### src/rtl/fsp_pkg.sv
// constants, types and register map of the four mode serial port
package fsp_pkg;
  // ----------------------------------------------------------------
  // register byte addresses on the AXI4-Lite slave
  // ----------------------------------------------------------------
  localparam logic [7:0] ADDR_BUFFER  = 8'h00;
  localparam logic [7:0] ADDR_CONTROL = 8'h04;
  localparam logic [7:0] ADDR_POWER   = 8'h08;
  localparam logic [7:0] ADDR_AUX     = 8'h0c;
  localparam logic [7:0] ADDR_TIMER1  = 8'h10;
  // ----------------------------------------------------------------
  // field positions and reset values
  // ----------------------------------------------------------------
  localparam int         POW_BAUD_DOUBLE = 7;
  localparam int         POW_FE_SELECT   = 6;
  localparam int         AUX_T1_FAST     = 6;
  localparam int         AUX_M0_FAST     = 5;
  localparam logic [7:0] CONTROL_RST     = 8'h00;
  localparam logic [7:0] POWER_RST       = 8'h00;
  localparam logic [7:0] AUX_RST         = 8'h00;
  localparam logic [7:0] TIMER1_RST      = 8'h00;
  // ----------------------------------------------------------------
  // timing counts
  // ----------------------------------------------------------------
  localparam logic [2:0] M0_HALF_SLOW  = 3'h6;  // shift clock = clk/12
  localparam logic [2:0] M0_HALF_FAST  = 3'h1;  // shift clock = clk/2
  localparam logic [3:0] M0_LAST_BIT   = 4'h7;
  localparam logic [7:0] M0_PRESET     = 8'hfe;
  localparam logic [3:0] T1_PRE_LAST   = 4'hb;  // timer 1 prescale of 12
  localparam logic [2:0] M2_TICK_SLOW  = 3'h4;  // 16x of clk/64
  localparam logic [2:0] M2_TICK_FAST  = 3'h2;  // 16x of clk/32
  localparam logic [3:0] OVS_LAST      = 4'hf;  // 16 samples per bit
  localparam logic [3:0] SAMPLE_A      = 4'h7;
  localparam logic [3:0] SAMPLE_B      = 4'h8;
  localparam logic [3:0] SAMPLE_C      = 4'h9;
  localparam logic [3:0] FRAME10_LAST  = 4'h9;
  localparam logic [3:0] FRAME11_LAST  = 4'ha;
  localparam logic [3:0] RX_DELIVER    = 4'h9;
  localparam logic [3:0] RX_STOP11     = 4'ha;
  localparam logic [1:0] RESP_OKAY     = 2'h0;
  localparam logic [1:0] RESP_SLVERR   = 2'h2;
  // ----------------------------------------------------------------
  // types
  // ----------------------------------------------------------------
  typedef enum logic [1:0] {M0_IDLE, M0_PRESET_ST, M0_TX, M0_RX} fsp_m0_e;
  typedef enum logic {RX_IDLE, RX_FRAME} fsp_rx_e;
  typedef struct packed {
    logic mode_select_high;
    logic mode_select_low;
    logic multi_proc;
    logic receiver_on;
    logic tx_ninth_bit;
    logic rx_ninth_bit;
    logic tx_done_flag;
    logic rx_done_flag;
  } fsp_ctrl_s;
endpackage : fsp_pkg

### src/rtl/fsp_serial_port.sv
// four mode serial port with AXI4-Lite register slave
`timescale 1ns/100ps
// How it works
// - new byte may arrive while old unread; unread old blocks delivery, new lost.
// - buffer write loads transmit holder; buffer read returns separate receive buffer.
// - mode 0 data LSB first on rxd pin, txd drives shift clock clk/12 or clk/2.
// - mode 1 frame is start 0, eight data bits LSB first, stop 1.
// - modes 2,3 add ninth bit from tx_ninth_bit; received ninth goes to rx_ninth_bit.
// - mode 2 bit rate clk/64 or clk/32; mode 3 uses timer 1 instead.
// - buffer write starts a transmission in every mode; in mode 0 only while the shift engine is idle.
// - mode 0 transmit: bit per rising shift edge, tx_done_flag after eight rises.
// - mode 0 receive starts on receiver_on and clear rx_done_flag, preset 11111110.
// - mode 0 receive samples on falling edges, rx_done_flag after eight falls.
// - pending async transmit starts at next transmit bit clock tick.
// - tx_done_flag after eighth data bit in mode 1, ninth in modes 2,3.
// - buffer write captures tx_ninth_bit, or 1 in mode 1, into ninth shift position.
// - async receive starts on 1-to-0 seen by sample clock, majority bit detector.
// - mode 1 middle of stop bit sets rx_done_flag and stores stop in rx_ninth_bit.
// - modes 2,3 middle of ninth bit set rx_done_flag, store ninth bit.
// - missing stop bit sets frame_error_flag.
// - control bit 7 is frame_error_flag when frame_error_select set, else mode_select_high.
// - frame_error_flag is cleared only by software write.
// - modes 1,3 bit rate is 2^baud_double/32 of timer 1 reload overflow.
module fsp_serial_port (
  // clock and reset
  input  wire logic        i_mclk,
  input  wire logic        i_rstn,
  // axi4-lite write
  input  wire logic        i_awvalid,
  output logic             o_awready,
  input  wire logic [31:0] i_awaddr,
  input  wire logic        i_wvalid,
  output logic             o_wready,
  input  wire logic [31:0] i_wdata,
  input  wire logic [3:0]  i_wstrb,
  output logic             o_bvalid,
  input  wire logic        i_bready,
  output logic [1:0]       o_bresp,
  // axi4-lite read
  input  wire logic        i_arvalid,
  output logic             o_arready,
  input  wire logic [31:0] i_araddr,
  output logic             o_rvalid,
  input  wire logic        i_rready,
  output logic [31:0]      o_rdata,
  output logic [1:0]       o_rresp,
  // serial pins
  input  wire logic        i_rxd,
  output logic             o_rxd_out,
  output logic             o_rxd_oe,
  output logic             o_txd
);
  // ----------------------------------------------------------------
  // register bus slave
  // ----------------------------------------------------------------
  logic                 awready_q, wready_q, bvalid_q, arready_q, rvalid_q;
  logic                 aw_full_q, w_full_q;
  logic [7:0]           aw_addr_q, wdata_q;
  logic                 wstrb0_q;
  logic [1:0]           bresp_q, rresp_q;
  logic [31:0]          rdata_q;
  fsp_pkg::fsp_ctrl_s   ctrl_q, ctrl_d;
  logic [7:0]           power_q, aux_q, reload_q, rxbuf_q;
  logic                 fe_q;

  wire aw_hs   = i_awvalid & awready_q;
  wire w_hs    = i_wvalid & wready_q;
  wire ar_hs   = i_arvalid & arready_q;
  wire wr_fire = aw_full_q & w_full_q & ~bvalid_q;
  wire wr_byte = wr_fire & wstrb0_q;
  wire wr_buf  = wr_byte & (aw_addr_q == fsp_pkg::ADDR_BUFFER);
  wire wr_ctrl = wr_byte & (aw_addr_q == fsp_pkg::ADDR_CONTROL);
  wire wr_pow  = wr_byte & (aw_addr_q == fsp_pkg::ADDR_POWER);
  wire wr_aux  = wr_byte & (aw_addr_q == fsp_pkg::ADDR_AUX);
  wire wr_rel  = wr_byte & (aw_addr_q == fsp_pkg::ADDR_TIMER1);
  wire wr_hit  = (aw_addr_q == fsp_pkg::ADDR_BUFFER) | (aw_addr_q == fsp_pkg::ADDR_CONTROL) |
                 (aw_addr_q == fsp_pkg::ADDR_POWER) | (aw_addr_q == fsp_pkg::ADDR_AUX) |
                 (aw_addr_q == fsp_pkg::ADDR_TIMER1);
  wire fsel    = power_q[fsp_pkg::POW_FE_SELECT];
  wire smod    = power_q[fsp_pkg::POW_BAUD_DOUBLE];
  wire [7:0] ctrl_rd = {fsel ? fe_q : ctrl_q.mode_select_high, ctrl_q[6:0]};
  wire [7:0] ra      = i_araddr[7:0];
  wire rd_hit  = (ra == fsp_pkg::ADDR_BUFFER) | (ra == fsp_pkg::ADDR_CONTROL) | (ra == fsp_pkg::ADDR_POWER) |
                 (ra == fsp_pkg::ADDR_AUX) | (ra == fsp_pkg::ADDR_TIMER1);
  wire [7:0] rd_byte = (ra == fsp_pkg::ADDR_BUFFER)  ? rxbuf_q :
                       (ra == fsp_pkg::ADDR_CONTROL) ? ctrl_rd :
                       (ra == fsp_pkg::ADDR_POWER)   ? power_q :
                       (ra == fsp_pkg::ADDR_AUX)     ? aux_q :
                       (ra == fsp_pkg::ADDR_TIMER1)  ? reload_q : 8'h00;

  always_ff @(posedge i_mclk) begin
    if (!i_rstn) begin
      {awready_q, wready_q, bvalid_q, aw_full_q, w_full_q} <= 5'h00;
      {aw_addr_q, wdata_q, wstrb0_q, bresp_q} <= 19'h00000;
    end else begin
      awready_q <= aw_hs ? 1'b0 : (~aw_full_q & ~bvalid_q);
      wready_q  <= w_hs ? 1'b0 : (~w_full_q & ~bvalid_q);
      if (aw_hs) begin
        aw_addr_q <= i_awaddr[7:0];
        aw_full_q <= 1'b1;
      end
      if (w_hs) begin
        wdata_q  <= i_wdata[7:0];
        wstrb0_q <= i_wstrb[0];
        w_full_q <= 1'b1;
      end
      if (wr_fire) begin
        {aw_full_q, w_full_q, bvalid_q} <= 3'h1;
        bresp_q <= wr_hit ? fsp_pkg::RESP_OKAY : fsp_pkg::RESP_SLVERR;
      end else if (bvalid_q & i_bready) begin
        bvalid_q <= 1'b0;
      end
    end
  end

  always_ff @(posedge i_mclk) begin
    if (!i_rstn) begin
      {arready_q, rvalid_q, rresp_q} <= 4'h0;
      rdata_q <= 32'h00000000;
    end else begin
      arready_q <= ar_hs ? 1'b0 : ~rvalid_q;
      if (ar_hs) begin
        rvalid_q <= 1'b1;
        rdata_q  <= {24'h000000, rd_byte};
        rresp_q  <= rd_hit ? fsp_pkg::RESP_OKAY : fsp_pkg::RESP_SLVERR;
      end else if (rvalid_q & i_rready) begin
        rvalid_q <= 1'b0;
      end
    end
  end

  // ----------------------------------------------------------------
  // baud sources
  // ----------------------------------------------------------------
  logic [3:0] t1_pre_q;
  logic [7:0] t1_q;
  logic       t1_half_q;
  logic [2:0] m2_q;
  logic [3:0] txdiv_q;
  wire [1:0] mode     = {ctrl_q.mode_select_high, ctrl_q.mode_select_low};
  wire       is_m0    = (mode == 2'h0);
  wire       is_m1    = (mode == 2'h1);
  wire       is_m2    = (mode == 2'h2);
  wire       t1_inc   = aux_q[fsp_pkg::AUX_T1_FAST] | (t1_pre_q == fsp_pkg::T1_PRE_LAST);
  wire       t1_ovf   = t1_inc & (t1_q == 8'hff);
  wire       t1_tick  = t1_ovf & (smod | t1_half_q);
  wire [2:0] m2_limit = smod ? fsp_pkg::M2_TICK_FAST : fsp_pkg::M2_TICK_SLOW;
  wire       m2_tick  = (m2_q == m2_limit - 3'h1);
  wire       stick    = is_m2 ? m2_tick : t1_tick;
  wire       tx_tick  = stick & (txdiv_q == fsp_pkg::OVS_LAST);

  always_ff @(posedge i_mclk) begin
    if (!i_rstn) begin
      {t1_pre_q, t1_q, t1_half_q, m2_q, txdiv_q} <= 20'h00000;
    end else begin
      t1_pre_q <= t1_inc ? 4'h0 : t1_pre_q + 4'h1;
      if (t1_ovf) begin
        t1_q      <= reload_q;  // 8-bit auto-reload
        t1_half_q <= ~t1_half_q;
      end else if (t1_inc) begin
        t1_q <= t1_q + 8'h01;
      end
      m2_q <= m2_tick ? 3'h0 : m2_q + 3'h1;
      if (stick) begin
        txdiv_q <= txdiv_q + 4'h1;
      end
    end
  end

  // ----------------------------------------------------------------
  // mode 0 shift engine
  // ----------------------------------------------------------------
  fsp_pkg::fsp_m0_e m0_q;
  logic [2:0] half_q;
  logic [3:0] m0_cnt_q;
  logic [7:0] m0_sh_q;
  logic       sclk_q;
  wire       m0_run  = (m0_q == fsp_pkg::M0_TX) | (m0_q == fsp_pkg::M0_RX);
  wire [2:0] m0_half = aux_q[fsp_pkg::AUX_M0_FAST] ? fsp_pkg::M0_HALF_FAST : fsp_pkg::M0_HALF_SLOW;
  wire       m0_edge = m0_run & (half_q == m0_half - 3'h1);
  wire       m0_rise = m0_edge & ~sclk_q;
  wire       m0_fall = m0_edge & sclk_q;
  wire       sclk_d  = m0_run ? (sclk_q ^ m0_edge) : 1'b1;
  wire       m0_last = (m0_cnt_q == fsp_pkg::M0_LAST_BIT);
  wire       m0_ti   = (m0_q == fsp_pkg::M0_TX) & m0_rise & m0_last;
  wire       m0_ri   = (m0_q == fsp_pkg::M0_RX) & m0_fall & m0_last;

  always_ff @(posedge i_mclk) begin
    if (!i_rstn) begin
      m0_q <= fsp_pkg::M0_IDLE;
      {half_q, m0_cnt_q, m0_sh_q} <= 15'h0000;
      sclk_q <= 1'b1;
    end else begin
      sclk_q <= sclk_d;
      half_q <= (m0_run & ~m0_edge) ? half_q + 3'h1 : 3'h0;
      case (m0_q)
        fsp_pkg::M0_IDLE: begin
          m0_cnt_q <= 4'h0;
          if (is_m0 & wr_buf) begin
            m0_sh_q <= wdata_q;
            m0_q    <= fsp_pkg::M0_TX;
          end else if (is_m0 & ctrl_q.receiver_on & ~ctrl_q.rx_done_flag) begin
            m0_q <= fsp_pkg::M0_PRESET_ST;
          end
        end
        fsp_pkg::M0_PRESET_ST: begin
          m0_sh_q <= fsp_pkg::M0_PRESET;
          m0_q    <= fsp_pkg::M0_RX;
        end
        fsp_pkg::M0_TX: begin
          if (m0_fall) begin
            m0_sh_q <= {1'b0, m0_sh_q[7:1]};
          end
          if (m0_rise) begin
            m0_cnt_q <= m0_cnt_q + 4'h1;
            if (m0_last) begin
              m0_q <= fsp_pkg::M0_IDLE;
            end
          end
        end
        fsp_pkg::M0_RX: begin
          if (m0_fall) begin
            m0_sh_q  <= {i_rxd, m0_sh_q[7:1]};
            m0_cnt_q <= m0_cnt_q + 4'h1;
            if (m0_last) begin
              m0_q <= fsp_pkg::M0_IDLE;
            end
          end
        end
        default: m0_q <= fsp_pkg::M0_IDLE;
      endcase
    end
  end

  // ----------------------------------------------------------------
  // async transmitter
  // ----------------------------------------------------------------
  logic        pend_q, abusy_q, aline_q;
  logic [8:0]  thold_q;
  logic [10:0] ash_q;
  logic [3:0]  abit_q;
  wire [3:0] alast   = is_m1 ? fsp_pkg::FRAME10_LAST : fsp_pkg::FRAME11_LAST;
  wire       a_start = tx_tick & pend_q & ~abusy_q;
  wire       a_step  = tx_tick & abusy_q;
  wire       a_ti    = a_step & (abit_q + 4'h1 == alast);
  wire       aline_d = a_start ? 1'b0 : a_step ? ((abit_q == alast) | ash_q[1]) : aline_q;

  always_ff @(posedge i_mclk) begin
    if (!i_rstn) begin
      {pend_q, abusy_q, thold_q, ash_q, abit_q} <= 26'h0000000;
      aline_q <= 1'b1;
    end else begin
      aline_q <= aline_d;
      if (wr_buf & ~is_m0) begin
        pend_q  <= 1'b1;
        thold_q <= {is_m1 | ctrl_q.tx_ninth_bit, wdata_q};
      end else if (a_start) begin
        pend_q <= 1'b0;
      end
      if (a_start) begin
        abusy_q <= 1'b1;
        abit_q  <= 4'h0;
        ash_q   <= {1'b1, thold_q, 1'b0};
      end else if (a_step) begin
        abusy_q <= (abit_q != alast);
        abit_q  <= abit_q + 4'h1;
        ash_q   <= {1'b1, ash_q[10:1]};
      end
    end
  end

  // ----------------------------------------------------------------
  // async receiver with majority bit detector
  // ----------------------------------------------------------------
  fsp_pkg::fsp_rx_e rx_q;
  logic [3:0] rcnt_q, ridx_q;
  logic [7:0] rsh_q;
  logic       rprev_q, s7_q, s8_q;
  wire rx_on   = ~is_m0 & ctrl_q.receiver_on;
  wire maj     = (s7_q & s8_q) | (s7_q & i_rxd) | (s8_q & i_rxd);
  wire rdec    = (rx_q == fsp_pkg::RX_FRAME) & stick & (rcnt_q == fsp_pkg::SAMPLE_C);
  wire rx_del  = rdec & (ridx_q == fsp_pkg::RX_DELIVER);
  wire rx_take = rx_del & (~ctrl_q.rx_done_flag | (wr_ctrl & ~wdata_q[0]));
  wire rx_end  = rdec & ((is_m1 & ridx_q == fsp_pkg::RX_DELIVER) | (ridx_q == fsp_pkg::RX_STOP11));
  wire fe_set  = rx_end & ~maj;

  always_ff @(posedge i_mclk) begin
    if (!i_rstn) begin
      rx_q <= fsp_pkg::RX_IDLE;
      {rcnt_q, ridx_q, rsh_q, s7_q, s8_q} <= 18'h00000;
      rprev_q <= 1'b1;
    end else if (!rx_on) begin
      rx_q    <= fsp_pkg::RX_IDLE;
      rprev_q <= 1'b1;
    end else if (stick) begin
      case (rx_q)
        fsp_pkg::RX_IDLE: begin
          rprev_q <= i_rxd;
          {rcnt_q, ridx_q} <= 8'h00;
          if (rprev_q & ~i_rxd) begin
            rx_q <= fsp_pkg::RX_FRAME;
          end
        end
        fsp_pkg::RX_FRAME: begin
          rcnt_q <= rcnt_q + 4'h1;
          if (rcnt_q == fsp_pkg::SAMPLE_A) s7_q <= i_rxd;
          if (rcnt_q == fsp_pkg::SAMPLE_B) s8_q <= i_rxd;
          if (rcnt_q == fsp_pkg::OVS_LAST) ridx_q <= ridx_q + 4'h1;
          if (rdec) begin
            if ((ridx_q == 4'h0 & maj) | rx_end) begin  // false start or frame done
              rx_q    <= fsp_pkg::RX_IDLE;
              rprev_q <= 1'b1;
            end
            if (ridx_q != 4'h0 & ridx_q < fsp_pkg::RX_DELIVER) begin
              rsh_q <= {maj, rsh_q[7:1]};
            end
          end
        end
        default: rx_q <= fsp_pkg::RX_IDLE;
      endcase
    end
  end

  // ----------------------------------------------------------------
  // control, status and buffers
  // ----------------------------------------------------------------
  always_comb begin
    ctrl_d = ctrl_q;
    if (wr_ctrl) begin
      ctrl_d = wdata_q;
      if (fsel) ctrl_d.mode_select_high = ctrl_q.mode_select_high;
    end
    // hardware set wins over a simultaneous software clear
    if (m0_ti | a_ti) ctrl_d.tx_done_flag = 1'b1;
    if (m0_ri | rx_take) ctrl_d.rx_done_flag = 1'b1;
    if (rx_take) ctrl_d.rx_ninth_bit = maj;
  end

  always_ff @(posedge i_mclk) begin
    if (!i_rstn) begin
      ctrl_q   <= fsp_pkg::CONTROL_RST;
      power_q  <= fsp_pkg::POWER_RST;
      aux_q    <= fsp_pkg::AUX_RST;
      reload_q <= fsp_pkg::TIMER1_RST;
      {rxbuf_q, fe_q} <= 9'h000;
    end else begin
      ctrl_q <= ctrl_d;
      if (wr_pow) power_q <= wdata_q;
      if (wr_aux) aux_q <= wdata_q;
      if (wr_rel) reload_q <= wdata_q;
      fe_q <= fe_set | ((wr_ctrl & fsel) ? wdata_q[7] : fe_q);
      if (m0_ri) rxbuf_q <= {i_rxd, m0_sh_q[7:1]};
      else if (rx_take) rxbuf_q <= rsh_q;
    end
  end

  // ----------------------------------------------------------------
  // pins
  // ----------------------------------------------------------------
  always_ff @(posedge i_mclk) begin
    if (!i_rstn) begin
      {o_txd, o_rxd_out, o_rxd_oe} <= 3'h6;
    end else begin
      o_txd     <= is_m0 ? sclk_d : aline_d;
      o_rxd_out <= (m0_q == fsp_pkg::M0_TX & m0_fall) ? m0_sh_q[0] : o_rxd_out | ~o_rxd_oe;
      o_rxd_oe  <= (m0_q == fsp_pkg::M0_TX) & ~m0_ti;
    end
  end

  assign o_awready = awready_q;
  assign o_wready  = wready_q;
  assign o_bvalid  = bvalid_q;
  assign o_bresp   = bresp_q;
  assign o_arready = arready_q;
  assign o_rvalid  = rvalid_q;
  assign o_rdata   = rdata_q;
  assign o_rresp   = rresp_q;
endmodule : fsp_serial_port

### config.mk
export PLATFORM = sky130hd
export DESIGN_NAME = fsp_serial_port
export DESIGN_NICKNAME = d
export VERILOG_FILES = /design/src/rtl/fsp_pkg.sv /design/src/rtl/fsp_serial_port.sv
export SDC_FILE = /design/constraint.sdc
export NUM_CORES = 1
export LEC_CHECK = 0
export ABC_AREA = 1
export BUFFER_PORTS_ARGS = -buffer_cell sky130_fd_sc_hd__buf_2
export CORE_UTILIZATION = 55
export DETAILED_ROUTE_END_ITERATION = 10
export GPL_TIMING_DRIVEN = 0
export PLACE_DENSITY_LB_ADDON = 0.2
export REMOVE_ABC_BUFFERS = 1
export SLEW_MARGIN = 20
export SYNTH_ARGS = -nofsm -noshare
export SYNTH_HDL_FRONTEND = slang
export SYNTH_SLANG_ARGS = --single-unit
### constraint.sdc
create_clock -name i_mclk -period 1.9 [get_ports i_mclk]
set_input_delay 0.19 -clock i_mclk [delete_from_list [all_inputs] [get_ports i_mclk]]
set_output_delay 0.19 -clock i_mclk [all_outputs]
set_load 0.02 [all_outputs]
==> results of run 1 <==
## layout by cell type (no fill, tap or decap), types with 9 or more instances in the layout
| cell type | netlist | final |
|---|---|---|
| buf_2 | 7 | 50 |
| o21ai_0 | 109 | 103 |
| nand2_1 | 185 | 175 |
| ha_1 | 17 | 13 |
| nand3_4 | 0 | 9 |
| xor2_1 | 9 | 9 |
| clkbuf_16 | 0 | 17 |
| nor3_1 | 15 | 12 |
| nor2_1 | 114 | 106 |
| conb_1 | 1 | 26 |
| inv_2 | 3 | 9 |
| dfxtp_1 | 162 | 157 |
| inv_1 | 150 | 144 |
| nand4_1 | 20 | 20 |
| nand3_1 | 49 | 46 |
| a21oi_1 | 109 | 105 |
| buf_4 | 26 | 17 |
## cells by family (layout without fill, tap and decap cells)
kind of cell,after synthesis,in the layout
simple gates,403,407
compound gates,248,248
buf+inv,216,261
flops,162,162
fa+ha+maj,17,17
xor+xnor,13,13
other cells,1,26
## power breakdown
part	switching, mW	leakage [nW]	total (mW)	internal (mW)
logic	0.641	2.22	0.955	0.314
clock network	1.36	0.304	3.68	2.33
registers	0.120	1.32	3.64	3.52
## metrics by stage
stage | worst slack [ps] | setup TNS, ps | std cells
floorplan | -180 | -1440 | 1023
global placement | -2340 | -119980 | 1249
detailed placement | -835 | -23260 | 1250
CTS | 16.9 | 0 | 1303
global route | -113 | -828 | 1310
finish | -24.4 | -27.4 | 1310
## layer usage
layer	track usage	share of wire	vias up
li1	-	-	3531
met1	0.339	0.44	3217
met2	0.437	0.49	213
met3	0.0551	0.054	35
met4	0.0922	0.024	0
met5	0	0	-
## final timing paths
check,start,end,slack (ps)
worst min-delay path,i_bready,o_bvalid,20
worst max register to register,aux_q[5],m0_cnt_q[2],-20
worst max-delay path,aux_q[5],m0_cnt_q[2],-20
worst min register to register,aux_q[4],aux_q[4],440
## worst min-delay path, stage by stage
cell and delay (ps):
buf_2 70, or2_2 90, a21oi_1 50
## area by class of cell
type,instances,area [um2]
fillers,1174,4330
well taps,176,220
multi-input cells,711,3820
repair buffers,76,512
inverters,154,579
clock inverters,9,153
flip-flops and latches,162,3250
clock buffers,22,484
## flip-flops by register name (all words and copies together) (netlist names), 8 cells and up
name / count
ash_q: 10
aux_q: 8
aw_addr_q: 8
ctrl_q: 8
m0_sh_q: 8
o_rdata: 8
power_q: 8
reload_q: 8
rsh_q: 8
rxbuf_q: 8
t1_q: 8
thold_q: 9
wdata_q: 8
## timing repair
item	4_1_cts	5_1_grt
setup buffers	19	4
cloned	2	3
hold buffers	1	0
pin swaps	7	16
resized for setup	26	57
endpoints found under the setup margin	91	79
hold endpoints to repair	1	0
==> impl_metrics.csv, run 1 <==
group,metric,value,unit
outcome,status,"finished, violations left",
outcome,violations,"DRC, setup timing",
yosys,syn_inst,1060,
cts,clock_path_buffers,2,
yosys,synth_edf_count,0,
cts,cts_made_buffers,17,
die,die-height,119,um
setup_path,crit_family,"compound AO/OA/AOI/OAI gates",
final_layout,drive_gt1_frac,0.155,
yosys,synthTopCellsByCount,"nand2_1 (185), dfxtp_1 (162), inv_1 (150)",
sta,setup_violations,2,
yosys,synth-compound-area-share,0.174,
die,num_io_pins,152,
sta,timing.final.ws_setup,-24.4,ps
sta,relSlewSlack,0.342,
yosys,synth_top_family_by_area,"simple AND/OR/NAND/NOR gates",
yosys,synthXorXnorAreaFrac,0.0150,
yosys,synth_top_cell_area_share,0.428,
yosys,yosys.area_share.simple,0.232,
global_routing,first_global_vias,6228,
drt,drt_iter0_markers,527,
setup_path,reg2regPathDepth,14,
setup_path,worst-path-stages,14,
setup_path,path_buf_inv,3,
yosys,ys_seq_area_frac,0.428,
sta,hold_ws,24.8,ps
final_layout,antenna_cells,0,
setup_path,cp_data_arrival_time,2290,ps
drt,drt_pass1_iterations,9,
setup_path,cp.required,2260,ps
setup_path,cp_slowest_cell,"dfxtp_2",
die,row_count,42,
drt,antenna_left,0,
drt,drc_errors,2,
hold_path,holdPathStages,3,
final_layout,final_core_util,0.676,
cts,cts_root_buffer,"clkbuf_16",
yosys,ys_types,44,
job,maxCapViolations,0,
setup_path,criticalPathCategory,"reg -> reg",
cts,clock_latency,420,ps
yosys,synth_most_common_cell,"nand2_1",
placement,place_congestion,0.805,
sta,slew_viol_final,0,
sta,clock_skew,7.36,ps
yosys,netlist_area,7580,um2
placement,port_buffers,50,
yosys,synth_top_area_cell,"dfxtp_1",
die,start_util,0.568,
pwr,finalPower,8.28,mW
setup_path,startpoint_type,"flop",
global_routing,grt_pass1_wl,29.8,mm
die,die_w,119,um
setup_path,worst_path_largest_cell_delay,330,ps
hold_path,hold_path.class,"in -> reg",
placement,dp_hpwl,11.9,mm
sta,fmax,520,MHz
global_routing,antenna_found_initial,0,
yosys,ys_seq_elements,162,
die,core,13300,um2
cts,h-tree-depth,4,
global_routing,grt_max_degree,81,
setup_path,path_cells,"inv_2, nand2_1, a21oi_1, o21ai_1, nor2_2, ha_4, inv_2, nand2_1, nand2_2, a21oi_4, inv_2, o21ai_2, nand2_1, nor2_1",
pwr,power.density,918,nW/um2
drt,vias,6996,
sta,period_share,1.01,
cts,cts_tree,"built",
sta,rsz0062_at_grt,"yes",
drt,wl,18.9,mm
cts,clock_sinks,162,
placement,place_area,7830,um2
global_routing,grt_usage,0.264,
yosys,avgSynthCellArea,7.16,um2
final_layout,layout.nets,1247,
pwr,power.leakage,3.84,nW
yosys,synthArstFlopShare,0,
die,dieArea,14300,um2
final_layout,final_area,9020,um2
drt,wl_per_cell,14.5,um
cts,clk_pin_slew_worst_paths,60,ps
yosys,ys_warn_count,0,
sta,finalHoldViolCount,0,
setup_path,end_kind,"flop",
yosys,synth_fa_ha_area_frac,0.0280,
yosys,synth.area.mux_share,0,
setup_path,path_max_fanout,4,
global_routing,grt-ovfl-total,0,
yosys,netlist_top_cells_area,"dfxtp_1 (43%), nand2_1 (9.2%), inv_1 (7.4%), a21oi_1 (7.2%), o21ai_0 (7.2%)",
drt,viasPerCell,5.34,
sta,min_period,1920,ps
yosys,synth_ff_type,"dfxtp_1",
sta,tightest_slew,979,ps
pwr,irDropWorstVdd,0.972,mV
final_layout,synthToLayoutAreaGrowth,18.9,%
(Power assumes the default switching activity.)
==> inputs of run 2 (changes only) <==
--- a/config.mk
+++ b/config.mk
@@ -6,7 +6,7 @@
 export NUM_CORES = 1
 export LEC_CHECK = 0
 export ABC_AREA = 1
-export BUFFER_PORTS_ARGS = -buffer_cell sky130_fd_sc_hd__buf_2
+export BUFFER_PORTS_ARGS = -buffer_cell sky130_fd_sc_hd__buf_4
 export CORE_UTILIZATION = 55
 export DETAILED_ROUTE_END_ITERATION = 10
 export GPL_TIMING_DRIVEN = 0
==> run 2 against run 1 <==
  * The run now ends clean
  * Sequential power about the same
  * Design area is essentially flat
  * Maximum frequency increased by 4.3%
  * Count of clock-buffer cells in the layout rose by 7
  * Flip-flop and latch count unchanged
  * First-iteration DRC count is 17% higher
  * Via count decreased by 0.59%
  * Sequential share of layout area barely moved
  * Worst setup slack better by 80 ps
  * Power is 9.3% lower
  * Core utilization about the same
  * Highest routed layer unchanged
==> impl_metrics.csv, run 2 (synthesis gave the netlist of run 1 again) <==
group,metric,value,unit
outcome,status,"finished, final reports clean",
pwr,power.leakage,3.82,nW
setup_path,crit_family,"simple AND/OR/NAND/NOR gates",
final_layout,reg.largest.list,"ash_q (10), thold_q (9)",
global_routing,antenna_found_initial,0,
sta,finalHoldViolCount,0,
cts,cts_root_buffer,"clkbuf_16",
sta,min_period,1840,ps
die,dieArea,14300,um2
setup_path,cp_data_arrival_time,2200,ps
setup_path,path_cells,"inv_4, nand2_1, a21oi_2, o21ai_2, nor2_2, ha_2, or2_1, nand2_2, a21oi_4, nand2_2, nand2_1, nor3b_1",
hold_path,hold_path.class,"in -> reg",
drt,antenna_left,0,
cts,cts_made_buffers,17,
sta,tightest_slew,911,ps
cts,clock_latency,430,ps
sta,slew_viol_final,0,
pwr,power.density,832,nW/um2
setup_path,startpoint_type,"flop",
final_layout,ff_latch_area,3260,um2
global_routing,grt_usage,0.267,
placement,place_congestion,0.808,
die,row_count,42,
setup_path,worst_path_largest_cell_delay,340,ps
final_layout,antenna_cells,0,
final_layout,largest_reg_flops,10,
sta,relSlewSlack,0.388,
final_layout,largest_register,"ash_q",
die,die-height,119,um
final_layout,multi_input_area,3800,um2
setup_path,cp_slowest_cell,"dfxtp_2",
sta,timing.final.ws_setup,55.6,ps
cts,h-tree-depth,4,
drt,wl,18.7,mm
final_layout,synthToLayoutAreaGrowth,19.0,%
drt,drt_pass1_iterations,9,
final_layout,mostFrequentLayoutCells,"nand2_1 (177), dfxtp_1 (157), inv_1 (144)",
drt,wl_per_cell,14.2,um
sta,period_share,0.971,
die,start_util,0.568,
pwr,finalPower,7.51,mW
global_routing,grt-ovfl-total,0,
placement,dp.cells,1249,
final_layout,drive_gt1_frac,0.147,
drt,drt_iter0_markers,619,
die,core,13300,um2
cts,clock_sinks,162,
cts,clk_pin_slew_worst_paths,60,ps
drt,drc_errors,0,
sta,hold_ws,12.0,ps
setup_path,path_max_fanout,4,
final_layout,nFillCells,1158,
setup_path,criticalPathCategory,"reg -> reg",
sta,tns,0,ps
sta,clock_skew,6.54,ps
cts,cts_tree,"built",
final_layout,layout.nets,1253,
die,die_w,119,um
final_layout,finalNonFillerCells,1314,
setup_path,path_buf_inv,1,
final_layout,final_common_cell,"nand2_1",
placement,dp_slack,-858,ps
die,num_io_pins,152,
cts,clock_path_buffers,2,
sta,setup_violations,0,
job,maxCapViolations,0,
drt,viasPerCell,5.29,
global_routing,grt_pass1_wl,29.9,mm
placement,dp_hpwl,11.9,mm
global_routing,grt_max_degree,102,
sta,fmax,542,MHz
drt,vias,6955,
global_routing,first_global_vias,6324,
setup_path,end_kind,"flop",
setup_path,cp.required,2250,ps
pwr,irDropWorstVdd,0.926,mV
placement,port_buffers,50,
-- run 2: final timing paths --
| check | to | slack [ps] | cells past startpoint | from |
|---|---|---|---|---|
| setup / recovery | m0_cnt_q[3] | 60 | 12 | aux_q[5] |
| hold reg to reg | t1_pre_q[0] | 440 | 1 | t1_pre_q[0] |
| hold / removal | o_bvalid | 10 | 3 | i_bready |
| setup reg to reg | m0_cnt_q[3] | 60 | 12 | aux_q[5] |
-- run 2: area by class of cell --
type,count,share of cell area
inverters,154,0.0652
flip-flops and latches,162,0.361
repair buffers,82,0.0743
multi-input cells,711,0.421
clock buffers,29,0.0543
well taps,176,0.0244
-- run 2: per-layer routing --
metal	vias to the layer above	track usage	wire length, um
met5	-	0	0
met4	0	0.111	427
met3	36	0.0580	956
met2	203	0.440	8950
met1	3186	0.336	8390
li1	3530	-	-
-- run 2: report_power, final --
group	switching (mW)	total, mW	internal (mW)
Combinational	0.590	0.885	0.295
Sequential	0.121	3.64	3.52
Clock	1.27	2.98	1.72
Total	1.98	7.51	5.53
-- run 2: metrics by stage --
| stage | utilization | area (um2) |
|---|---|---|
| finish | 0.676 | 9030 |
| global route | 0.676 | 9030 |
| CTS | 0.652 | 8700 |
| detailed placement | 0.593 | 7920 |
| global placement | 0.593 | 7920 |
| floorplan | - | 7320 |
-- run 2: repair_timing --
action,in CTS,in global routing
pin swaps,12,17
hold buffers,1,0
endpoints found under the setup margin,117,95
cloned,2,3
gates resized for setup,30,54
hold endpoints to repair,1,0
buffers inserted,18,12
-- run 2: tightest hold or removal path: stages --
cell     delay, ps
buf_4           70
or2_2           90
a21oi_1         50
